**src/include/pms_pkg.sv**
```systemverilog
// Constants, register map and types for the proximity modulation block.
// Assumes a single 10 MHz clock and an AHB-Lite register bus.
package pms_pkg;

  // Register byte addresses (only the low eight address bits are decoded)
  localparam logic [7:0]  ADDR_CTRL    = 8'h80;
  localparam logic [7:0]  ADDR_LED     = 8'h84;
  localparam logic [7:0]  ADDR_RESULT  = 8'h88;
  localparam logic [7:0]  ADDR_MOD     = 8'h8c;
  localparam logic [7:0]  ADDR_AMB     = 8'h90;

  // Reset values
  localparam logic [7:0]  MOD_RESET    = 8'h01;
  localparam logic [5:0]  LED_RESET    = 6'h02;
  localparam logic [2:0]  DLY_RESET    = 3'h0;
  localparam logic [2:0]  DT_RESET     = 3'h1;

  // Modulation timing field layout
  localparam int          DLY_HI       = 7;
  localparam int          DLY_LO       = 5;
  localparam int          FRQ_HI       = 4;
  localparam int          FRQ_LO       = 3;
  localparam int          DT_HI        = 2;
  localparam int          DT_LO        = 0;

  // Control and result bit positions
  localparam int          CTRL_START   = 0;
  localparam int          RES_DONE     = 16;
  localparam int          HTRANS_ACT   = 1;

  // Widths
  localparam int          LED_W        = 6;
  localparam int          RES_W        = 16;
  localparam int          ACC_W        = 18;
  localparam int          POS_W        = 7;

  // Measurement length in modulation periods
  localparam logic [6:0]  N_PERIODS    = 7'h40;

  // Half-period length in clock cycles for each test frequency
  localparam logic [6:0]  HALF_F0      = 7'h20;
  localparam logic [6:0]  HALF_F1      = 7'h28;
  localparam logic [6:0]  HALF_F2      = 7'h30;
  localparam logic [6:0]  HALF_F3      = 7'h40;

  typedef enum logic {PMS_STANDBY, PMS_MEASURE} pms_state_e;

endpackage

```
**src/hw/pms_top.sv**
```systemverilog
// Proximity modulation engine with receiver standby and AHB-Lite registers.
// Assumes one AHB-Lite master, word transfers only, inputs synchronous to clk.
//
// Implementation choice: the AHB-Lite register port.
`timescale 1ns/1ps
`default_nettype none
// Contract
// - Programmable delay before photodiode evaluation, resets 0
// - Dead time masks part of evaluation, resets 1
// - Standby whenever no measurement is running
// - Only host interface stays active in standby
// - Emitter current sink off during standby
module pms_top
  import pms_pkg::*;
(
  input  wire logic             clk,
  input  wire logic             rst_n,
  input  wire logic             hsel,
  input  wire logic [31:0]      haddr,
  input  wire logic [1:0]       htrans,
  input  wire logic             hwrite,
  input  wire logic [2:0]       hsize,
  input  wire logic [31:0]      hwdata,
  input  wire logic             hready,
  output logic                  hreadyout,
  output logic [31:0]           hrdata,
  output logic                  hresp,
  input  wire logic             pd_in,
  output logic                  led_drive,
  output logic                  led_sink_en,
  output logic [LED_W-1:0]      led_current,
  output logic                  meas_active
);

  pms_state_e          state_r;
  pms_state_e          state_nxt;
  logic                ap_write_r;
  logic                rd_pend_r;
  logic [7:0]          ap_addr_r;
  logic [7:0]          mod_r;
  logic [LED_W-1:0]    led_cur_r;
  logic [7:0]          cfg_r;
  logic [RES_W-1:0]    result_r;
  logic                done_r;
  logic [POS_W-1:0]    per_cnt_r;
  logic signed [ACC_W-1:0] acc_r;
  logic signed [ACC_W-1:0] acc_nxt;
  logic [31:0]         hrdata_r;
  logic                hreadyout_r;
  logic                led_drive_r;
  logic                led_sink_en_r;
  logic                meas_active_r;
  logic                addr_phase;
  logic                wr_ctrl;
  logic                wr_led;
  logic                wr_result;
  logic                wr_mod;
  logic                start_req;
  logic                running;
  logic                phase_on;
  logic [POS_W-1:0]    pos;
  logic                half_end;
  logic [POS_W-1:0]    eval_start;
  logic                eval_en;
  logic                finish;
  logic [31:0]         rd_word;

  // Bus decode: upper address bits are not decoded, so the map aliases
  assign addr_phase = hsel && htrans[HTRANS_ACT] && hready;
  assign wr_ctrl    = ap_write_r && (ap_addr_r == ADDR_CTRL);
  assign wr_led     = ap_write_r && (ap_addr_r == ADDR_LED);
  assign wr_result  = ap_write_r && (ap_addr_r == ADDR_RESULT);
  assign wr_mod     = ap_write_r && (ap_addr_r == ADDR_MOD);
  assign start_req  = wr_ctrl && hwdata[CTRL_START];
  assign running    = (state_r == PMS_MEASURE);

  always_ff @(posedge clk or negedge rst_n) begin
    if (!rst_n) begin
      ap_write_r <= 1'b0;
      rd_pend_r  <= 1'b0;
      ap_addr_r  <= 8'h00;
    end else begin
      ap_write_r <= addr_phase && hwrite;
      rd_pend_r  <= addr_phase && !hwrite;
      if (addr_phase) begin
        ap_addr_r <= haddr[7:0];
      end
    end
  end

  // Reads take one wait state because the read data is registered before it drives hrdata
  always_comb begin
    case (ap_addr_r)
      ADDR_CTRL:   rd_word = {31'h0, running};
      ADDR_LED:    rd_word = {26'h0, led_cur_r};
      ADDR_RESULT: rd_word = {15'h0, done_r, result_r};
      ADDR_MOD:    rd_word = {24'h0, mod_r};
      ADDR_AMB:    rd_word = 32'h0;
      default:     rd_word = 32'h0;
    endcase
  end

  // The bus side keeps answering in either state
  always_ff @(posedge clk or negedge rst_n) begin
    if (!rst_n) begin
      hreadyout_r <= 1'b1;
      hrdata_r    <= 32'h0;
    end else begin
      hreadyout_r <= !(addr_phase && !hwrite);
      if (rd_pend_r) begin
        hrdata_r <= rd_word;
      end
    end
  end

  // Software registers; writes to the reserved word are dropped
  always_ff @(posedge clk or negedge rst_n) begin
    if (!rst_n) begin
      mod_r     <= MOD_RESET;
      led_cur_r <= LED_RESET;
    end else begin
      if (wr_mod) begin
        mod_r <= hwdata[7:0];
      end
      if (wr_led) begin
        led_cur_r <= hwdata[LED_W-1:0];
      end
    end
  end

  pms_mod_gen u_mod_gen (
    .clk      (clk),
    .rst_n    (rst_n),
    .run      (running),
    .freq_sel (cfg_r[FRQ_HI:FRQ_LO]),
    .phase_on (phase_on),
    .pos      (pos),
    .half_end (half_end)
  );

  // Evaluation window opens after delay plus dead time in each half
  assign eval_start = {4'h0, cfg_r[DLY_HI:DLY_LO]} + {4'h0, cfg_r[DT_HI:DT_LO]};
  assign eval_en    = running && (pos >= eval_start);
  assign finish     = running && half_end && !phase_on && (per_cnt_r == N_PERIODS - 7'h01);

  always_comb begin
    state_nxt = state_r;
    case (state_r)
      PMS_STANDBY: begin
        if (start_req) begin
          state_nxt = PMS_MEASURE;
        end
      end
      PMS_MEASURE: begin
        if (finish) begin
          state_nxt = PMS_STANDBY;
        end
      end
      default: state_nxt = PMS_STANDBY;
    endcase
  end

  always_ff @(posedge clk or negedge rst_n) begin
    if (!rst_n) begin
      state_r <= PMS_STANDBY;
    end else begin
      state_r <= state_nxt;
    end
  end

  // Settings are latched at start so a mid-run write cannot tear a period
  always_ff @(posedge clk or negedge rst_n) begin
    if (!rst_n) begin
      cfg_r <= MOD_RESET;
    end else if (!running && start_req) begin
      cfg_r <= mod_r;
    end
  end

  always_ff @(posedge clk or negedge rst_n) begin
    if (!rst_n) begin
      per_cnt_r <= '0;
    end else if (!running) begin
      per_cnt_r <= '0;
    end else if (half_end && !phase_on) begin
      per_cnt_r <= per_cnt_r + 7'h01;
    end
  end

  // Ambient light is cancelled by subtracting the emitter-off half
  always_comb begin
    acc_nxt = acc_r;
    if (eval_en && pd_in) begin
      if (phase_on) begin
        acc_nxt = acc_r + 18'sh00001;
      end else begin
        acc_nxt = acc_r - 18'sh00001;
      end
    end
  end

  always_ff @(posedge clk or negedge rst_n) begin
    if (!rst_n) begin
      acc_r <= '0;
    end else if (!running) begin
      acc_r <= '0;
    end else begin
      acc_r <= acc_nxt;
    end
  end

  // Negative totals clamp to zero; the count cannot exceed the width
  always_ff @(posedge clk or negedge rst_n) begin
    if (!rst_n) begin
      result_r <= '0;
    end else if (finish) begin
      result_r <= acc_nxt[ACC_W-1] ? 16'h0000 : acc_nxt[RES_W-1:0];
    end
  end

  // A completion in the clearing cycle keeps the flag set
  always_ff @(posedge clk or negedge rst_n) begin
    if (!rst_n) begin
      done_r <= 1'b0;
    end else if (finish) begin
      done_r <= 1'b1;
    end else if (wr_result && hwdata[RES_DONE]) begin
      done_r <= 1'b0;
    end
  end

  // Emitter sink and measurement power follow the state, no command needed
  always_ff @(posedge clk or negedge rst_n) begin
    if (!rst_n) begin
      led_drive_r   <= 1'b0;
      led_sink_en_r <= 1'b0;
      meas_active_r <= 1'b0;
    end else begin
      led_drive_r   <= running && phase_on;
      led_sink_en_r <= running;
      meas_active_r <= running;
    end
  end

  assign hreadyout   = hreadyout_r;
  assign hrdata      = hrdata_r;
  assign hresp       = 1'b0;
  assign led_drive   = led_drive_r;
  assign led_sink_en = led_sink_en_r;
  assign led_current = led_cur_r;
  assign meas_active = meas_active_r;

  a_delay_reset: assert property (@(posedge clk) disable iff (!rst_n)
    $rose(rst_n) |-> mod_r[DLY_HI:DLY_LO] == DLY_RESET)
    else $error("delay field not zero after reset");

  a_dead_reset: assert property (@(posedge clk) disable iff (!rst_n)
    $rose(rst_n) |-> mod_r[DT_HI:DT_LO] == DT_RESET && mod_r == 8'h01)
    else $error("dead time field not one after reset");

  a_eval_mask: assert property (@(posedge clk) disable iff (!rst_n)
    running && pos < eval_start |-> acc_nxt == acc_r)
    else $error("photodiode evaluated inside delay or dead time");

  a_eval_count: assert property (@(posedge clk) disable iff (!rst_n)
    eval_en && pd_in && phase_on |=> acc_r == $past(acc_r) + 18'sh00001 || !running)
    else $error("evaluation window sample lost");

  a_start_measure: assert property (@(posedge clk) disable iff (!rst_n)
    !running && start_req |=> running ##1 meas_active)
    else $error("start did not leave standby");

  a_finish_standby: assert property (@(posedge clk) disable iff (!rst_n)
    finish |=> !running ##1 (!led_sink_en && !meas_active)[*2])
    else $error("standby not entered after measurement");

  a_sink_standby: assert property (@(posedge clk) disable iff (!rst_n)
    !$past(running) |-> !led_sink_en && !led_drive)
    else $error("emitter sink active in standby");

  a_bus_standby: assert property (@(posedge clk) disable iff (!rst_n)
    rd_pend_r |-> !hreadyout ##1 hreadyout && hrdata == $past(rd_word))
    else $error("register read not answered");

  a_done_wins: assert property (@(posedge clk) disable iff (!rst_n)
    finish && wr_result && hwdata[RES_DONE] |=> done_r)
    else $error("completion lost against clear");

  a_drive_gated: assert property (@(posedge clk) disable iff (!rst_n)
    led_drive |-> led_sink_en)
    else $error("emitter pulsed with sink disabled");

  a_run_outputs: assert property (@(posedge clk) disable iff (!rst_n)
    running |=> led_sink_en && meas_active)
    else $error("measurement outputs not raised while running");

  c_measure_done: cover property (@(posedge clk) disable iff (!rst_n) finish);
  c_read_in_run: cover property (@(posedge clk) disable iff (!rst_n) running && rd_pend_r);
  c_freq_alt: cover property (@(posedge clk) disable iff (!rst_n) running && cfg_r[FRQ_HI:FRQ_LO] == 2'h3);
  c_clear_done: cover property (@(posedge clk) disable iff (!rst_n) done_r ##1 !done_r);

endmodule // pms_top
`default_nettype wire

```
**src/hw/pms_mod_gen.sv**
```systemverilog
// Square-wave modulation generator: emitter phase and position in half-period.
// Assumes run is held for a whole measurement and freq_sel is stable meanwhile.
`timescale 1ns/1ps
`default_nettype none
module pms_mod_gen
  import pms_pkg::*;
(
  input  wire logic             clk,
  input  wire logic             rst_n,
  input  wire logic             run,
  input  wire logic [1:0]       freq_sel,
  output logic                  phase_on,
  output logic [POS_W-1:0]      pos,
  output logic                  half_end
);

  logic [POS_W-1:0] half_len;

  always_comb begin
    case (freq_sel)
      2'h0:    half_len = HALF_F0;
      2'h1:    half_len = HALF_F1;
      2'h2:    half_len = HALF_F2;
      2'h3:    half_len = HALF_F3;
      default: half_len = HALF_F0;
    endcase
  end

  assign half_end = run && (pos == half_len - 7'h01);

  // Every measurement starts on the emitter-on half
  always_ff @(posedge clk or negedge rst_n) begin
    if (!rst_n) begin
      pos      <= '0;
      phase_on <= 1'b1;
    end else if (!run) begin
      pos      <= '0;
      phase_on <= 1'b1;
    end else if (half_end) begin
      pos      <= '0;
      phase_on <= ~phase_on;
    end else begin
      pos      <= pos + 7'h01;
    end
  end

  a_half_count: assert property (@(posedge clk) disable iff (!rst_n)
    run && !half_end |=> pos == $past(pos) + 7'h01)
    else $error("half-period counter did not advance");

  a_freq0_len: assert property (@(posedge clk) disable iff (!rst_n)
    run && freq_sel == 2'h0 && half_end |-> pos == 7'h1f)
    else $error("default frequency half-period wrong");

endmodule // pms_mod_gen
`default_nettype wire

```
**config.mk**
```make
export PLATFORM = sky130hd
export DESIGN_NAME = pms_top
export DESIGN_NICKNAME = d
export VERILOG_FILES = /design/src/include/pms_pkg.sv /design/src/hw/pms_top.sv /design/src/hw/pms_mod_gen.sv
export SDC_FILE = /design/constraint.sdc
export NUM_CORES = 1
export LEC_CHECK = 0
export ABC_AREA = 1
export ABC_CLOCK_PERIOD_IN_PS = 3800
export BUFFER_PORTS_ARGS = -buffer_cell sky130_fd_sc_hd__buf_2
export CORE_MARGIN = 1
export CORE_UTILIZATION = 62
export CTS_BUF_LIST = sky130_fd_sc_hd__clkbuf_4
export CTS_CLUSTER_SIZE = 30
export DETAILED_ROUTE_END_ITERATION = 12
export PLACE_DENSITY = 0.88
export SYNTH_ARGS = -nofsm -noshare
export SYNTH_HDL_FRONTEND = slang
export SYNTH_SLANG_ARGS = --single-unit
```
**constraint.sdc**
```tcl
create_clock -name clk -period 3.8 [get_ports clk]
set_input_delay 0.57 -clock clk [delete_from_list [all_inputs] [get_ports clk]]
set_output_delay 0.57 -clock clk [all_outputs]
set_load 0.02 [all_outputs]
```
==> results.md, run 1 <==
- The total overflow left after global routing is 0.
- Dividing the final minimum period by the clock period gives 0.787.
- The number of global-route vias before repair is between 4k and 5k.
- The post-CTS clock slew at the launch and capture registers of the worst setup and hold paths is between 0.15 and 0.2 ns.
- TritonCTS built the clock tree.
- The floorplan step defined a core boundary enclosing 9240 sq um.
- Wires add up to 12600 um.
- Measured along the y axis, the die boundary spans between 90 and 100 um.
- The fraction of synthesis flops using an asynchronous set or reset pin is 1.00.
- The clock passes through at most 2 buffers.
- The count of flip-flops with a built-in enable after synthesis is 0.
- The routed via count divided by cell count is 5.28.
- Hold repair after CTS inserted 0 buffers.
- The data arrival time of the critical path is around 3.4 ns.
- The final critical path time including I/O delays and setup is approximately 3 ns.
- The cell row count is 35.
- The most used flip-flop cell after synthesis is sky130_fd_sc_hd__dfrtp_1.
- The number of CTS-inserted buffers is 9.
- The final-report hold violation count is 0.
- Across the run, the number of max-cap violations was 0.
- The worst-case IR drop observed on VDD is 0.000307 V.
- For this design the static power due to leakage is 0.00345 uW.
- In this run the tool buffered the top-level ports with 50 buffer cells.
- The flow ran to the end, and the final reports show no timing, DRC or antenna violations.
- In the final layout, the share of cells above drive strength 1 is 0.121.
- After routing, the total negative slack on setup checks comes to 0 ns.
- The total of flip-flops plus latches after synthesis is between 100 and 150.
- The buffers inserted during post-CTS setup optimization is 0.
- The detailed router put a total of 5460 um of wire on met1.
- The repair_antennas step left the layout with diodes totalling 0.
- A synthesized cell averages ~7.7 sq um.
- The filler-free cell count of the finished design is between 900 and 1k.
- The die covers between 9000 and 10000 sq um.
- The TritonCTS sink count is 103.
- Synthesis handed over a netlist of between 700 and 800 instances.
- The Yosys warning count is 0.
- Leaving out fill and tap cells, the most frequent cell in the layout is sky130_fd_sc_hd__nand2_1.
- The tightest min-delay check is of the in2async type.
- The detailed-route DRC error count is 0.
- Once detail routing completed, the nets flagged for antenna violations numbered 0.
- The number of library cell types mapped by synthesis is 39.
- The violation count after the first detailed-routing iteration is about 250.
- The wire length on met3 is approximately 580 um.
- The HPWL after detailed placement is approximately 9400 um.
- The number of fill cells in the layout is 744.
- The critical path data required time is approximately 4.2 ns.
- The standard cell with the maximum stage delay on the critical path is sky130_fd_sc_hd__dfrtp_1.
- The cell that appears most often on the critical path is sky130_fd_sc_hd__nand2_1.
- The post-cts repair resize count is 0.
- The signal on the critical path passes through ha_1 > fa_1 > xnor2_1 > ha_1 > nand3b_1 > nand2_1 > nand2_1 > nand3_2 > nand2_4 > inv_2 > or2_4 > nand2_4 > nand2_1 > nand2_1.
- After detailed routing, the average wire length per cell comes to approximately 13 um.
- For this run, the register share of the synthesized area comes to 0.437.
- The total buffers and inverters traversed by the critical path is 1.
- STA classifies the critical path endpoint as a flop.
- The met2 wire length is around 6300 um.
- The kind of critical path is reg2reg.
- At the later pin of the worst-skew pair, clock insertion delay measures around 0.5 ns.
- The kind of cell with the highest combined delay along the critical path is simple AND/OR/NAND/NOR gates.
- The initial antenna violation count is 0.
- In the global route stage, overall resource usage came out at 0.274.
- Setup repair after global routing left no endpoint under its margin.
- The die width is 99.7 um.
- The max-slew violation count is 0.
- The worst clock skew is between 0.02 and 0.025 ns.
- The final net count is approximately 920.
- The placer's final routability congestion estimate is between 0.8 and 0.9.
- The clock tree synthesis step divided the H-tree into 3 levels.
- Clock tree synthesis selected as its root buffer the cell sky130_fd_sc_hd__clkbuf_4.
- Setup violations remaining at the end of the flow were counted as 0.
- The cell area that synthesis handed to floorplanning was about 5900 sq um.
- For this run, the slowest stage of the critical path takes between 0.4 and 0.5 ns.
- For the pin with the worst max-slew slack, the measured transition is approximately 1.0 ns.
- The pin count of the biggest net entering global routing is 85.
- The total number of vias is between 5k and 6k.
- The length of the first detailed-routing pass in iterations is 5.
- The power per unit of standard cell area is between 400 and 500 nW/um^2.
- The count of pins on the block boundary is roughly 120.
- The first global-routing pass estimated approximately 21000 um of wire.
- The area taken by flip-flops and latches is 2580 sq um.
- The worst setup path is launched from a flop.
- The worst pin sits at a relative slew slack of 0.318.
- Based on the critical path, the design can be clocked at up to 0.334 GHz.
- The initial core utilization is 0.640.
- The area of the multi-input gates is between 2000 and 3000 sq um.
- In the layout the commonest cells are sky130_fd_sc_hd__nand2_1, sky130_fd_sc_hd__dfrtp_1, sky130_fd_sc_hd__inv_1.
- The critical-path maximum fanout is 31.
- From synthesis to final layout, the design area changed by 6.43%.
- The number of placed cells counting well taps is slightly above 900.
- The top routing layer in use is met4.
-- per-stage QoR --
stage | hold WS (ns) | cell area, sq um | setup WS (ns) | utilization | total power [uW]
final | 0.238 | 6300 | 0.810 | 0.682 | 2680
after global routing | 0.223 | 6300 | 0.555 | 0.682 | 2840
after CTS | 0.236 | 6300 | 0.840 | 0.682 | 2680
after detailed placement | 0.465 | 6160 | 0.863 | 0.667 | 2120
after global placement | 0.461 | 6160 | 0.959 | 0.667 | 2080
after floorplan | 0.274 | 5970 | 1.37 | - | 1930
-- registers in the layout, summed over array words and instances, names as in the netlist, 7 cells and up --
| signal | flops |
|---|---|
| u_mod_gen.pos | 7 |
| per_cnt_r | 7 |
| ap_addr_r | 8 |
| mod_r | 8 |
| cfg_r | 8 |
| hrdata | 17 |
| acc_r | 18 |
| result_r | 16 |
-- synthesized netlist by cell type (all sizes together) (4+ instances only) --
cell      n  area [sq um]
nor3     11          71.3
nand2   265          1020
ha       29           363
inv      98           368
a21oi    24           120
mux2      6          67.6
nor2     67           254
or2       7          46.3
dfrtp    98          2450
nand3    31           165
xor2     11          96.3
xnor2     8          70.1
nand4     4          31.3
dfstp     5           131
clkbuf    8          30.0
buf      27           204
o21ai    61           305
-- power breakdown --
part	total (uW)	switching [uW]	internal, uW
registers	1290	77.2	1220
clock network	572	415	157
logic	809	534	275
total	2680	1030	1650
-- layout make-up --
type,instances,share of cell area
well taps,129,0.0256
flip-flops and latches,103,0.410
repair buffers,51,0.0413
clock buffers,9,0.0107
multi-input cells,552,0.443
inverters,98,0.0584
clock inverters,7,0.0109
-- per-layer routing --
metal  up-vias  global-route usage
li1       2458                   -
met2       132               0.461
met1      2388               0.350
met4         0              0.0905
met3        32              0.0661
met5         -                   0
-- kinds of logic (layout without fill, tap and decap cells) --
kind of cell    count (synthesis)  after routing  synth area share
buf+inv                       133            165             0.102
flops                         103            103             0.437
compound gates                 90             90            0.0785
mux                             6              6            0.0114
fa+ha+maj                      31             31            0.0681
xor+xnor                       19             19            0.0281
other cells                     1             16          0.000634
simple gates                  390            390             0.275
-- path summary, 6_finish.rpt --
path	cells past startpoint	slack (ns)	startpoint	end
min	1	0.24	rst_n	per_cnt_r[3]
max	14	0.81	cfg_r[5]	result_r[11]
min reg2reg	2	0.49	mod_r[0]	mod_r[0]
max in group asynchronous	2	2.63	rst_n	hreadyout
max reg2reg	14	0.81	cfg_r[5]	result_r[11]
min in group clk	2	0.25	hwrite	rd_pend_r
(Power assumes the default switching activity.)
==> run 2: changes to the inputs <==
--- a/config.mk
+++ b/config.mk
@@ -5,15 +5,15 @@
 export SDC_FILE = /design/constraint.sdc
 export NUM_CORES = 1
 export LEC_CHECK = 0
-export ABC_AREA = 1
-export ABC_CLOCK_PERIOD_IN_PS = 3800
+export ABC_AREA = 0
+export ABC_CLOCK_PERIOD_IN_PS = 3100
 export BUFFER_PORTS_ARGS = -buffer_cell sky130_fd_sc_hd__buf_2
 export CORE_MARGIN = 1
-export CORE_UTILIZATION = 62
+export CORE_UTILIZATION = 57
 export CTS_BUF_LIST = sky130_fd_sc_hd__clkbuf_4
 export CTS_CLUSTER_SIZE = 30
 export DETAILED_ROUTE_END_ITERATION = 12
-export PLACE_DENSITY = 0.88
+export PLACE_DENSITY = 0.83
 export SYNTH_ARGS = -nofsm -noshare
 export SYNTH_HDL_FRONTEND = slang
 export SYNTH_SLANG_ARGS = --single-unit
==> constraint.sdc (replaced) <==
create_clock -name clk -period 3.1 [get_ports clk]
set_input_delay 0.465 -clock clk [delete_from_list [all_inputs] [get_ports clk]]
set_output_delay 0.465 -clock clk [all_outputs]
set_load 0.02 [all_outputs]
==> run 2 against run 1 <==
  * The run now ends with negative setup slack left
  * Area after synthesis down 5.1%
  * Combinational power increased by 37%
  * Final area increased by 6.1%
  * Setup slack worse by 0.94 ns
  * Critical path type unchanged
  * Highest routed layer unchanged
==> results.md, run 2 <==
- The sequential fraction of the synthesis area is 0.460.
- The share of total power dissipated in combinational logic is 0.321.
- The HPWL after detailed placement is about 8500 um.
- The die outline height is 101 um.
- The critical path data required time is ~3.5 ns.
- The length of the first detailed-routing pass in iterations is 5.
- Leaving out fill and tap cells, the most frequent cell in the layout is sky130_fd_sc_hd__dfrtp_1.
- Of the available clock period, the critical path in the final layout requires 1.04.
- The count of flip-flops with a built-in enable after synthesis is 0.
- The initial core utilization is 0.599.
- The H-tree depth is 3.
- STA classifies the critical path startpoint as a flop.
- After detailed routing, the average wire length per cell comes to ~18 um.
- Sorting the synthesized cells by how often they occur yields sky130_fd_sc_hd__dfrtp_1, sky130_fd_sc_hd__nand2_1, sky130_fd_sc_hd__mux2_2.
- The deepest clock path buffer count is 2.
- The max-slew violation count was 0.
- The die covers ~10000 sq um.
- Setup repair after global routing could not meet its margin everywhere.
- The congestion estimate from routability-driven global placement came to 0.890.
- The count of nets left with antenna violations once routing finished came out at 0.
- The final number of setup-violating endpoints is 17.
- The power per unit of standard cell area is between 500 and 600 nW/um^2.
- Cell internal power was estimated by the tool at roughly 2200 uW.
- The region available for standard cell placement spans roughly 9400 sq um.
- The number of standard cells after synthesis is roughly 520.
- Across the VDD grid, the largest voltage drop is approximately 0.00033 V.
- Tracing the worst setup path back leads to its startpoint at u_mod_gen.phase_on.
- Once layout is done, the placed cells without fillers occupy ~6700 sq um.
- The critical-path maximum fanout is 7.
- The run finished, with violations left.
- The violation count after the first detailed-routing iteration is a little over 300.
- The part of the total power dissipated in sequential elements is 0.465.
- For this run, the total global-route usage over all layers was measured as 0.244.
- The combined area of all synthesized cells is between 5000 and 6000 sq um.
- The insertion delay of the later-clocked pin in the worst-skew pair is roughly 0.46 ns.
- Data on the critical path arrives at its endpoint at approximately 3.6 ns.
- The hold path startpoint is hwrite.
- In the post-synthesis netlist, the biggest area contributors are sky130_fd_sc_hd__dfrtp_1, sky130_fd_sc_hd__mux2_2, sky130_fd_sc_hd__ha_1, sky130_fd_sc_hd__nand2_1, sky130_fd_sc_hd__o31ai_2.
- The detailed-route DRC error count is 0.
- The final critical path time including I/O delays and setup is between 3 and 4 ns.
- The number of antenna diodes in the final layout is 0.
- The slowest stage of the critical path belongs to the cell sky130_fd_sc_hd__dfstp_2.
- The pin count of the biggest net entering global routing is 47.
- The area growth from synthesis to layout is 18.9%.
- The critical path goes through clkinvlp_4 > buf_6 > ha_1 > and4_1 > and3_1 > a221o_1 > a311o_1 > xnor2_4 > buf_8 > o31ai_4.
- The library cell used as clock root buffer is sky130_fd_sc_hd__clkbuf_4.
- The beginning of the worst register-to-register path is u_mod_gen.phase_on.
- The number of stages on the worst hold path is 3.
- The relative slew slack is 0.614.
- The share of Yosys cell area claimed by the top area cell type is 0.437.
- The final net count is roughly 720.
- The initial antenna violation count is 0.
- The total of flip-flops plus latches after synthesis is 103.
- The cell leakage power is around 0.0031 uW.
- The global-route congestion overflow total is 0.
- The share of cells above drive strength 1 is 0.326.
- Summed over all instances, the cell type with the most area after synthesis is sky130_fd_sc_hd__dfrtp_1.
- sky130_fd_sc_hd__dfrtp_1 is the most common cell in the netlist.
- The library cells used most frequently in the layout, excluding fill and tap cells, are sky130_fd_sc_hd__dfrtp_1, sky130_fd_sc_hd__buf_2, sky130_fd_sc_hd__nand2_1.
- The post-CTS clock slew at the launch and capture registers of the worst setup and hold paths is around 0.16 ns.
- The final reports fail on negative setup slack.
- Counting flops per register, the top entry is acc_r.
- Routed signal wires occupy layers up through met4.
- STA classifies the critical path endpoint as a flop.
- The depth of the most critical reg-to-reg path is 10.
- The post-detailed-routing wire length is about 13000 um.
- After the flow finishes, the layout carries non-filler instances totaling about 750.
- The kind of critical path is reg2reg.
- The transition at the pin with the smallest max-transition slack is approximately 0.58 ns.
- In this run the power spent charging and discharging nets is 1230 uW.
- The fraction of synthesis flops using an asynchronous set or reset pin is 1.00.
- Of the total power, the share spent switching nets is 0.356.
- For this design the top-level I/O count stands at around 120.
- Based on the critical path, the design can be clocked at up to between 0.3 and 0.4 GHz.
- The number of global-route vias before repair is between 4k and 5k.
- Buffers placed on the I/O ports in this run total 50.
- The register with the most flip-flops in the layout has 18 of them.
- The top flip-flop cell by instance count after synthesis is sky130_fd_sc_hd__dfrtp_1.
- The total placed instance area is 6160 sq um.
- In this run the horizontal extent of the chip is between 100 and 150 um.
- The TritonCTS sink count is between 100 and 150.
- The number of CTS-inserted buffers is 9.
- In this design, the stage delay of the slowest critical-path cell is around 0.64 ns.
- The number of fill cells in the layout is 616.
- In the detailed route, the total length drawn on met3 is just under 600 um.
- The path class of the tightest hold or removal check is in2reg.
- The first global-routing pass estimated around 20000 um of wire.
- The final worst slack is -0.126 ns.
- The number of placed cells counting well taps is between 700 and 800.
- TritonCTS built the clock tree.
- After detailed routing, the met2 layer carries approximately 6700 um of wire.
- The final-report hold violation count is 0.
- The share of total power dissipated in the clock network is 0.214.
- The cell row count is 35.
- The register-to-register setup slack is -0.13 ns.
- For this block, wires on met1 add up to ~5400 um.
- The worst clock skew is 0.0258 ns.
- Yosys mapped the design onto 62 distinct sky130hd cell types.
- The routed via count divided by cell count is 5.83.
- The synthesized area per cell is around 11 sq um.
- The total number of vias is ~4.3k.
- The max capacitance violation total is 0.
- During synthesis, Yosys emitted a total of 0 warnings.
==> run 2: cell count changes in the layout (fill, tap and decap cells not counted), moves of 20 or more <==
cell,before,now
sky130_fd_sc_hd__inv_1,90,31
sky130_fd_sc_hd__nand3_1,29,6
sky130_fd_sc_hd__nand2_1,260,46
sky130_fd_sc_hd__nor2_1,66,17
sky130_fd_sc_hd__o21ai_1,42,2
sky130_fd_sc_hd__nor2b_1,0,20
sky130_fd_sc_hd__buf_4,2,44
sky130_fd_sc_hd__mux2_2,6,37
==> run 2: power groups by stage <==
stage          clock (uW)  combinational (uW)  sequential, uW
2_1_floorplan           0                 657            1590
3_3_place_gp            0                 848            1610
3_5_place_dp            0                 894            1620
4_1_cts               741                 929            1590
5_1_grt               800                1220            1630
6_report              742                1110            1610
==> run 2: layer usage <==
metal / track usage / up-vias
met5: 0 / -
met3: 0.0435 / 45
met1: 0.311 / 2158
met4: 0.0580 / 0
li1: - / 1970
met2: 0.431 / 168
==> run 2: kinds of logic (layout without fill, tap and decap cells) <==
group                      count (synthesis)  in the layout  share of synthesized area
buffers and inverters                     65            150                     0.0606
DFF                                      103            103                      0.460
muxes                                     48             48                     0.0960
other                                      1             16                   0.000668
xor gates and xnor gates                  26             26                     0.0439
AOI/OAI and AO/OA                         99             99                      0.129
adders and majority gates                 31             31                     0.0717
and+or+nand+nor                          143            143                      0.139
==> run 2: worst max-delay path: cells and delay by family, from the launching register on <==
kind                       cells  cell delay, ns
buffers and inverters          3            0.56
AOI/OAI and AO/OA              3            1.03
adders and majority gates      1            0.30
DFF                            1            0.64
xor gates and xnor gates       1            0.19
and+or+nand+nor                2            0.42
==> run 2: stage by stage <==
step	hold slack (ns)	power (uW)	util	setup WS (ns)	TNS [ns]
after CTS	0.238	3260	0.677	-0.0245	-0.0295
after detailed placement	0.466	2510	0.657	-0.161	-1.99
final	0.239	3470	0.713	-0.126	-1.53
after floorplan	0.169	2240	-	-0.0315	-0.273
after global placement	0.463	2460	0.657	-0.0791	-0.965
after global routing	0.220	3650	0.713	-0.182	-2.85
==> run 2: final cells by class <==
cell class | instances | area [sq um] | share of cell area
clock inverters | 6 | 77.6 | 0.0116
repair inverters | 1 | 7.51 | 0.00112
flip-flops and latches | 103 | 2580 | 0.387
repair buffers | 101 | 672 | 0.101
well taps | 129 | 161 | 0.0242
inverters | 32 | 124 | 0.0185
clock buffers | 10 | 75.1 | 0.0112
multi-input cells | 363 | 2980 | 0.446
==> run 2: worst paths after layout <==
| kind | end |
|---|---|
| max | result_r[3] |
| min | hreadyout |
| max reg2reg | result_r[3] |
| min reg2reg | hrdata[16] |
| max in group asynchronous | hreadyout |
| min in group asynchronous | led_current[2] |
==> run 2: repair_timing <==
item                                   in CTS  in global routing
pin swaps                                   1                  8
setup buffers                               3                  9
endpoints found under the hold margin      15                  0
gates cloned                                0                  1
setup endpoints to repair                  17                 21
resized for setup                           1                 46
hold buffers                                1                  0
==> run 3: changes to the inputs <==
--- a/config.mk
+++ b/config.mk
@@ -16,4 +16,5 @@
 export PLACE_DENSITY = 0.83
 export SYNTH_ARGS = -nofsm -noshare
 export SYNTH_HDL_FRONTEND = slang
+export SYNTH_HIERARCHICAL = 1
 export SYNTH_SLANG_ARGS = --single-unit
==> run 3 against run 2 <==
  * The run still ends with negative setup slack left
  * Utilization shrank 4.2 points
  * Register-to-register slack gained 0.099 ns
  * Area after synthesis fell by 0.60%
  * Synthesized cell count decreased by 0.39%
  * Power decreased by 11%
  * First-iteration DRC count is 8.6% lower
  * Final area shrank 5.9%
  * Sequential share of layout area grew 2.4 points
  * Maximum frequency up 3.2%
==> results.md, run 3 <==
- The largest area contributor in the synthesized netlist is sky130_fd_sc_hd__dfrtp_1.
- The detailed-route DRC error count is 0.
- By area the synthesized netlist is led by sky130_fd_sc_hd__dfrtp_1, sky130_fd_sc_hd__mux2_2, sky130_fd_sc_hd__ha_1, sky130_fd_sc_hd__xor2_1, sky130_fd_sc_hd__nand2_1.
- After layout, the worst setup slack is -0.0273 ns.
- Total power for the finished layout comes to approximately 3100 uW.
- In this run, synthesis inferred 0 flip-flops with an integrated enable.
- The data arrival time of the critical path is 3.52 ns.
- The routed layout has between 4k and 5k vias.
- Of all flip-flops after synthesis, the portion carrying an async set or reset was 1.00.
- In this run the worst setup path begins at u_mod_gen/phase_on.
- The area of the die is 10200 sq um.
- The cell leakage power is between 0.003 and 0.004 uW.
- The H-tree was split into 3 levels.
- At the pin with the least slew margin, the transition time is about 0.75 ns.
- The length of the first detailed-routing pass in iterations is 4.
- Dividing the synthesized area by the synthesized cell count gives 10.9 sq um.
- The share of the cycle needed by the critical path after routing is 1.01.
- The share of synthesized area in the top cell type comes to 0.439.
- The post-detailed-route wirelength per cell is about 16 um.
- The most used flip-flop cell after synthesis is sky130_fd_sc_hd__dfrtp_1.
- The library cells used most frequently in the layout, excluding fill and tap cells, are sky130_fd_sc_hd__dfrtp_1, sky130_fd_sc_hd__buf_2, sky130_fd_sc_hd__mux2_2.
- TritonCTS built the clock tree.
- Measured along the x axis, the die boundary spans 101 um.
- The pin count of the biggest net entering global routing is 61.
- The post-detailed-routing wire length is approximately 12000 um.
- The flow ran to the end, but the final reports show violations.
- The first-pass GRT wire length is roughly 19000 um.
- Setup repair after global routing could not meet its margin everywhere.
- The total area inside the core boundary comes to approximately 9400 sq um.
- VDD sags by at most roughly 0.00021 V.
- Setup violations remaining at the end of the flow were counted as 7.
- The HPWL after detailed placement is about 8000 um.
- The total placed instance area is between 5000 and 6000 sq um.
- Clock-pin slew was measured on the worst setup and hold paths at between 0.15 and 0.2 ns.
- The initial antenna violation count was 0.
- The floorplan step set the die height to roughly 100 um.
- Counting every sink on the clock net gives 103.
- The violation count after the first detailed-routing iteration is around 280.
- The area of the multi-input gates is 2850 sq um.
- The global-route usage over all layers is 0.244.
- From synthesis to final layout, the design area changed by 12.5%.
- After floorplanning, the core was divided into 35 placement rows.
- The launching element type of the critical path is a flop.
- The library cell used as clock root buffer is sky130_fd_sc_hd__clkbuf_4.
- The number of buffers inserted by port buffering is 50.
- Counting I/O delays and the setup requirement, the final critical path takes around 3.1 ns.
- The final-report hold violation count was 0.
- Counting the fill cells in the layout gives 679.
- The worst hold path belongs to the class in2async.
- The number of global-route vias before repair is a little over 4k.
- The count of inserted antenna diode cells is 0.
- For this configuration, the core starts out at a cell density of 0.596.
- The count of pins on the block boundary is roughly 120.
- The post-route standard cell area excluding fillers is 6280 sq um.
- The share of cells above drive strength 1 is 0.272.
- Across the run, the number of max-cap violations was 0.
- Of the synthesized area, sequential elements account for 0.463.
- Across the whole layout, storage elements account for around 2600 sq um.
- sky130_fd_sc_hd__dfrtp_1 is the most common cell in the netlist.
- For this run, the number of Yosys warnings is 6.
- The kind of critical path is reg2reg.
- The pre-CTS worst setup slack is -0.0449 ns.
- Sorting the synthesized cells by how often they occur yields sky130_fd_sc_hd__dfrtp_1, sky130_fd_sc_hd__mux2_2, sky130_fd_sc_hd__nand2_1.
- The net count of the finished layout is 690.
- The deepest clock path buffer count is 2.
- Summing every instance area after synthesis gives roughly 5600 sq um.
- The register with the most flip-flops in the layout has 18 of them.
- The final core utilization is 0.670.
- Clock skew on the completed layout was measured at 0.0258 ns.
- Dividing total power by cell area gives a power density of 491 nW/um^2.
- The most common library cell in the layout ignoring fill and taps is sky130_fd_sc_hd__dfrtp_1.
- The later pin in the worst-skew pair is clocked with a latency of between 0.4 and 0.5 ns.
- The critical path data required time is around 3.5 ns.
- The critical path endpoint category is a flop.
- The largest register by flop count is acc_r.
- Synthesis produced 514 cells.
- Using the TritonRoute via totals, the vias-per-cell ratio works out to about 5.7.
- Routability-driven placement finished with a final weighted congestion of around 0.93.
- In this run the remaining antenna-violating nets after routing total 0.
- The global-route congestion overflow total is 0.
- The max-slew violation count is 0.
- The checks that failed: negative setup slack.
- Synthesis instantiated 64 different standard cells from the library.
- The maximum frequency from static timing analysis is 0.320 GHz.
- On the final layout, the worst hold slack is between 0.06 and 0.07 ns.
- After synthesis the netlist holds a flip-flop and latch count of around 100.
- Measured against its own limit, the worst slew margin works out to 0.502.
- The number of CTS-inserted buffers is 9.
- Along the worst path, the maximum fanout reaches 8.
- The beginning of the worst register-to-register path is u_mod_gen/phase_on.
[run 3: cell count changes after synthesis, sizes merged, moves of 4 or more]
cell / before / now
xor2: 9 / 17
o21ai: 22 / 17
or3: 5 / 1
xnor2: 17 / 11
a21oi: 13 / 19
a21o: 4 / 11
nand2: 47 / 36
[run 3: worst paths after layout]
check	to	slack [ns]	depth (start not counted)
min	acc_r[0]	0.06	1
max reg2reg	acc_r[17]	-0.03	9
min reg2reg	hrdata[16]	0.49	2
max	acc_r[17]	-0.03	9
max in group asynchronous	mod_r[0]	2.19	2
min in group clk	ap_addr_r[6]	0.24	2
[run 3: kinds of logic after synthesis]
family,Yosys count,synth area share
flops,103,0.463
mux,46,0.0932
compound gates,106,0.137
other cells,1,0.000672
simple gates,136,0.132
buf+inv,63,0.0578
fa+ha+maj,31,0.0721
xor+xnor,28,0.0439
[run 3: cell type report]
class,count,area share
Tap cell,129,0.0257
Timing Repair Buffer,75,0.0719
Multi-Input combinational cell,365,0.453
Clock buffer,9,0.0108
Sequential cell,103,0.411
Clock inverter,7,0.00916
Inverter,30,0.0179
[run 3: power breakdown]
group	switching (uW)	internal [uW]
logic	490	364
registers	114	1480
clock network	467	175
[run 3: worst max-delay path, stage by stage (launching register included)]
cell                        delay, ns
sky130_fd_sc_hd__dfstp_2         0.56
sky130_fd_sc_hd__inv_1           0.14
sky130_fd_sc_hd__ha_1            0.39
sky130_fd_sc_hd__a21o_1          0.22
sky130_fd_sc_hd__a221o_1         0.39
sky130_fd_sc_hd__a2111oi_4       0.36
sky130_fd_sc_hd__a21oi_2         0.13
sky130_fd_sc_hd__or4_4           0.51
sky130_fd_sc_hd__o211ai_4        0.21
sky130_fd_sc_hd__and2_1          0.18
[run 3: what timing repair did]
item,CTS,global route
pin swaps,5,6
endpoints found under the setup margin,18,32
setup buffers,2,3
gates resized for setup,10,12
hold buffers,0,0
cloned,2,0
[run 3: stage by stage]
step                      TNS, ns  cells
final                      -0.155    718
after global routing        -1.84    718
after CTS                 -0.0210    715
after detailed placement   -0.458    695
after global placement          0    695
after floorplan            -0.342    529
[run 3: metal layers]
| metal | routed length [um] | track usage | up-vias |
|---|---|---|---|
| met4 | 306 | 0.108 | 0 |
| met2 | 5870 | 0.429 | 124 |
| met1 | 5080 | 0.301 | 1977 |
| met3 | 539 | 0.0305 | 30 |
| li1 | - | - | 1934 |
| met5 | 0 | 0 | - |
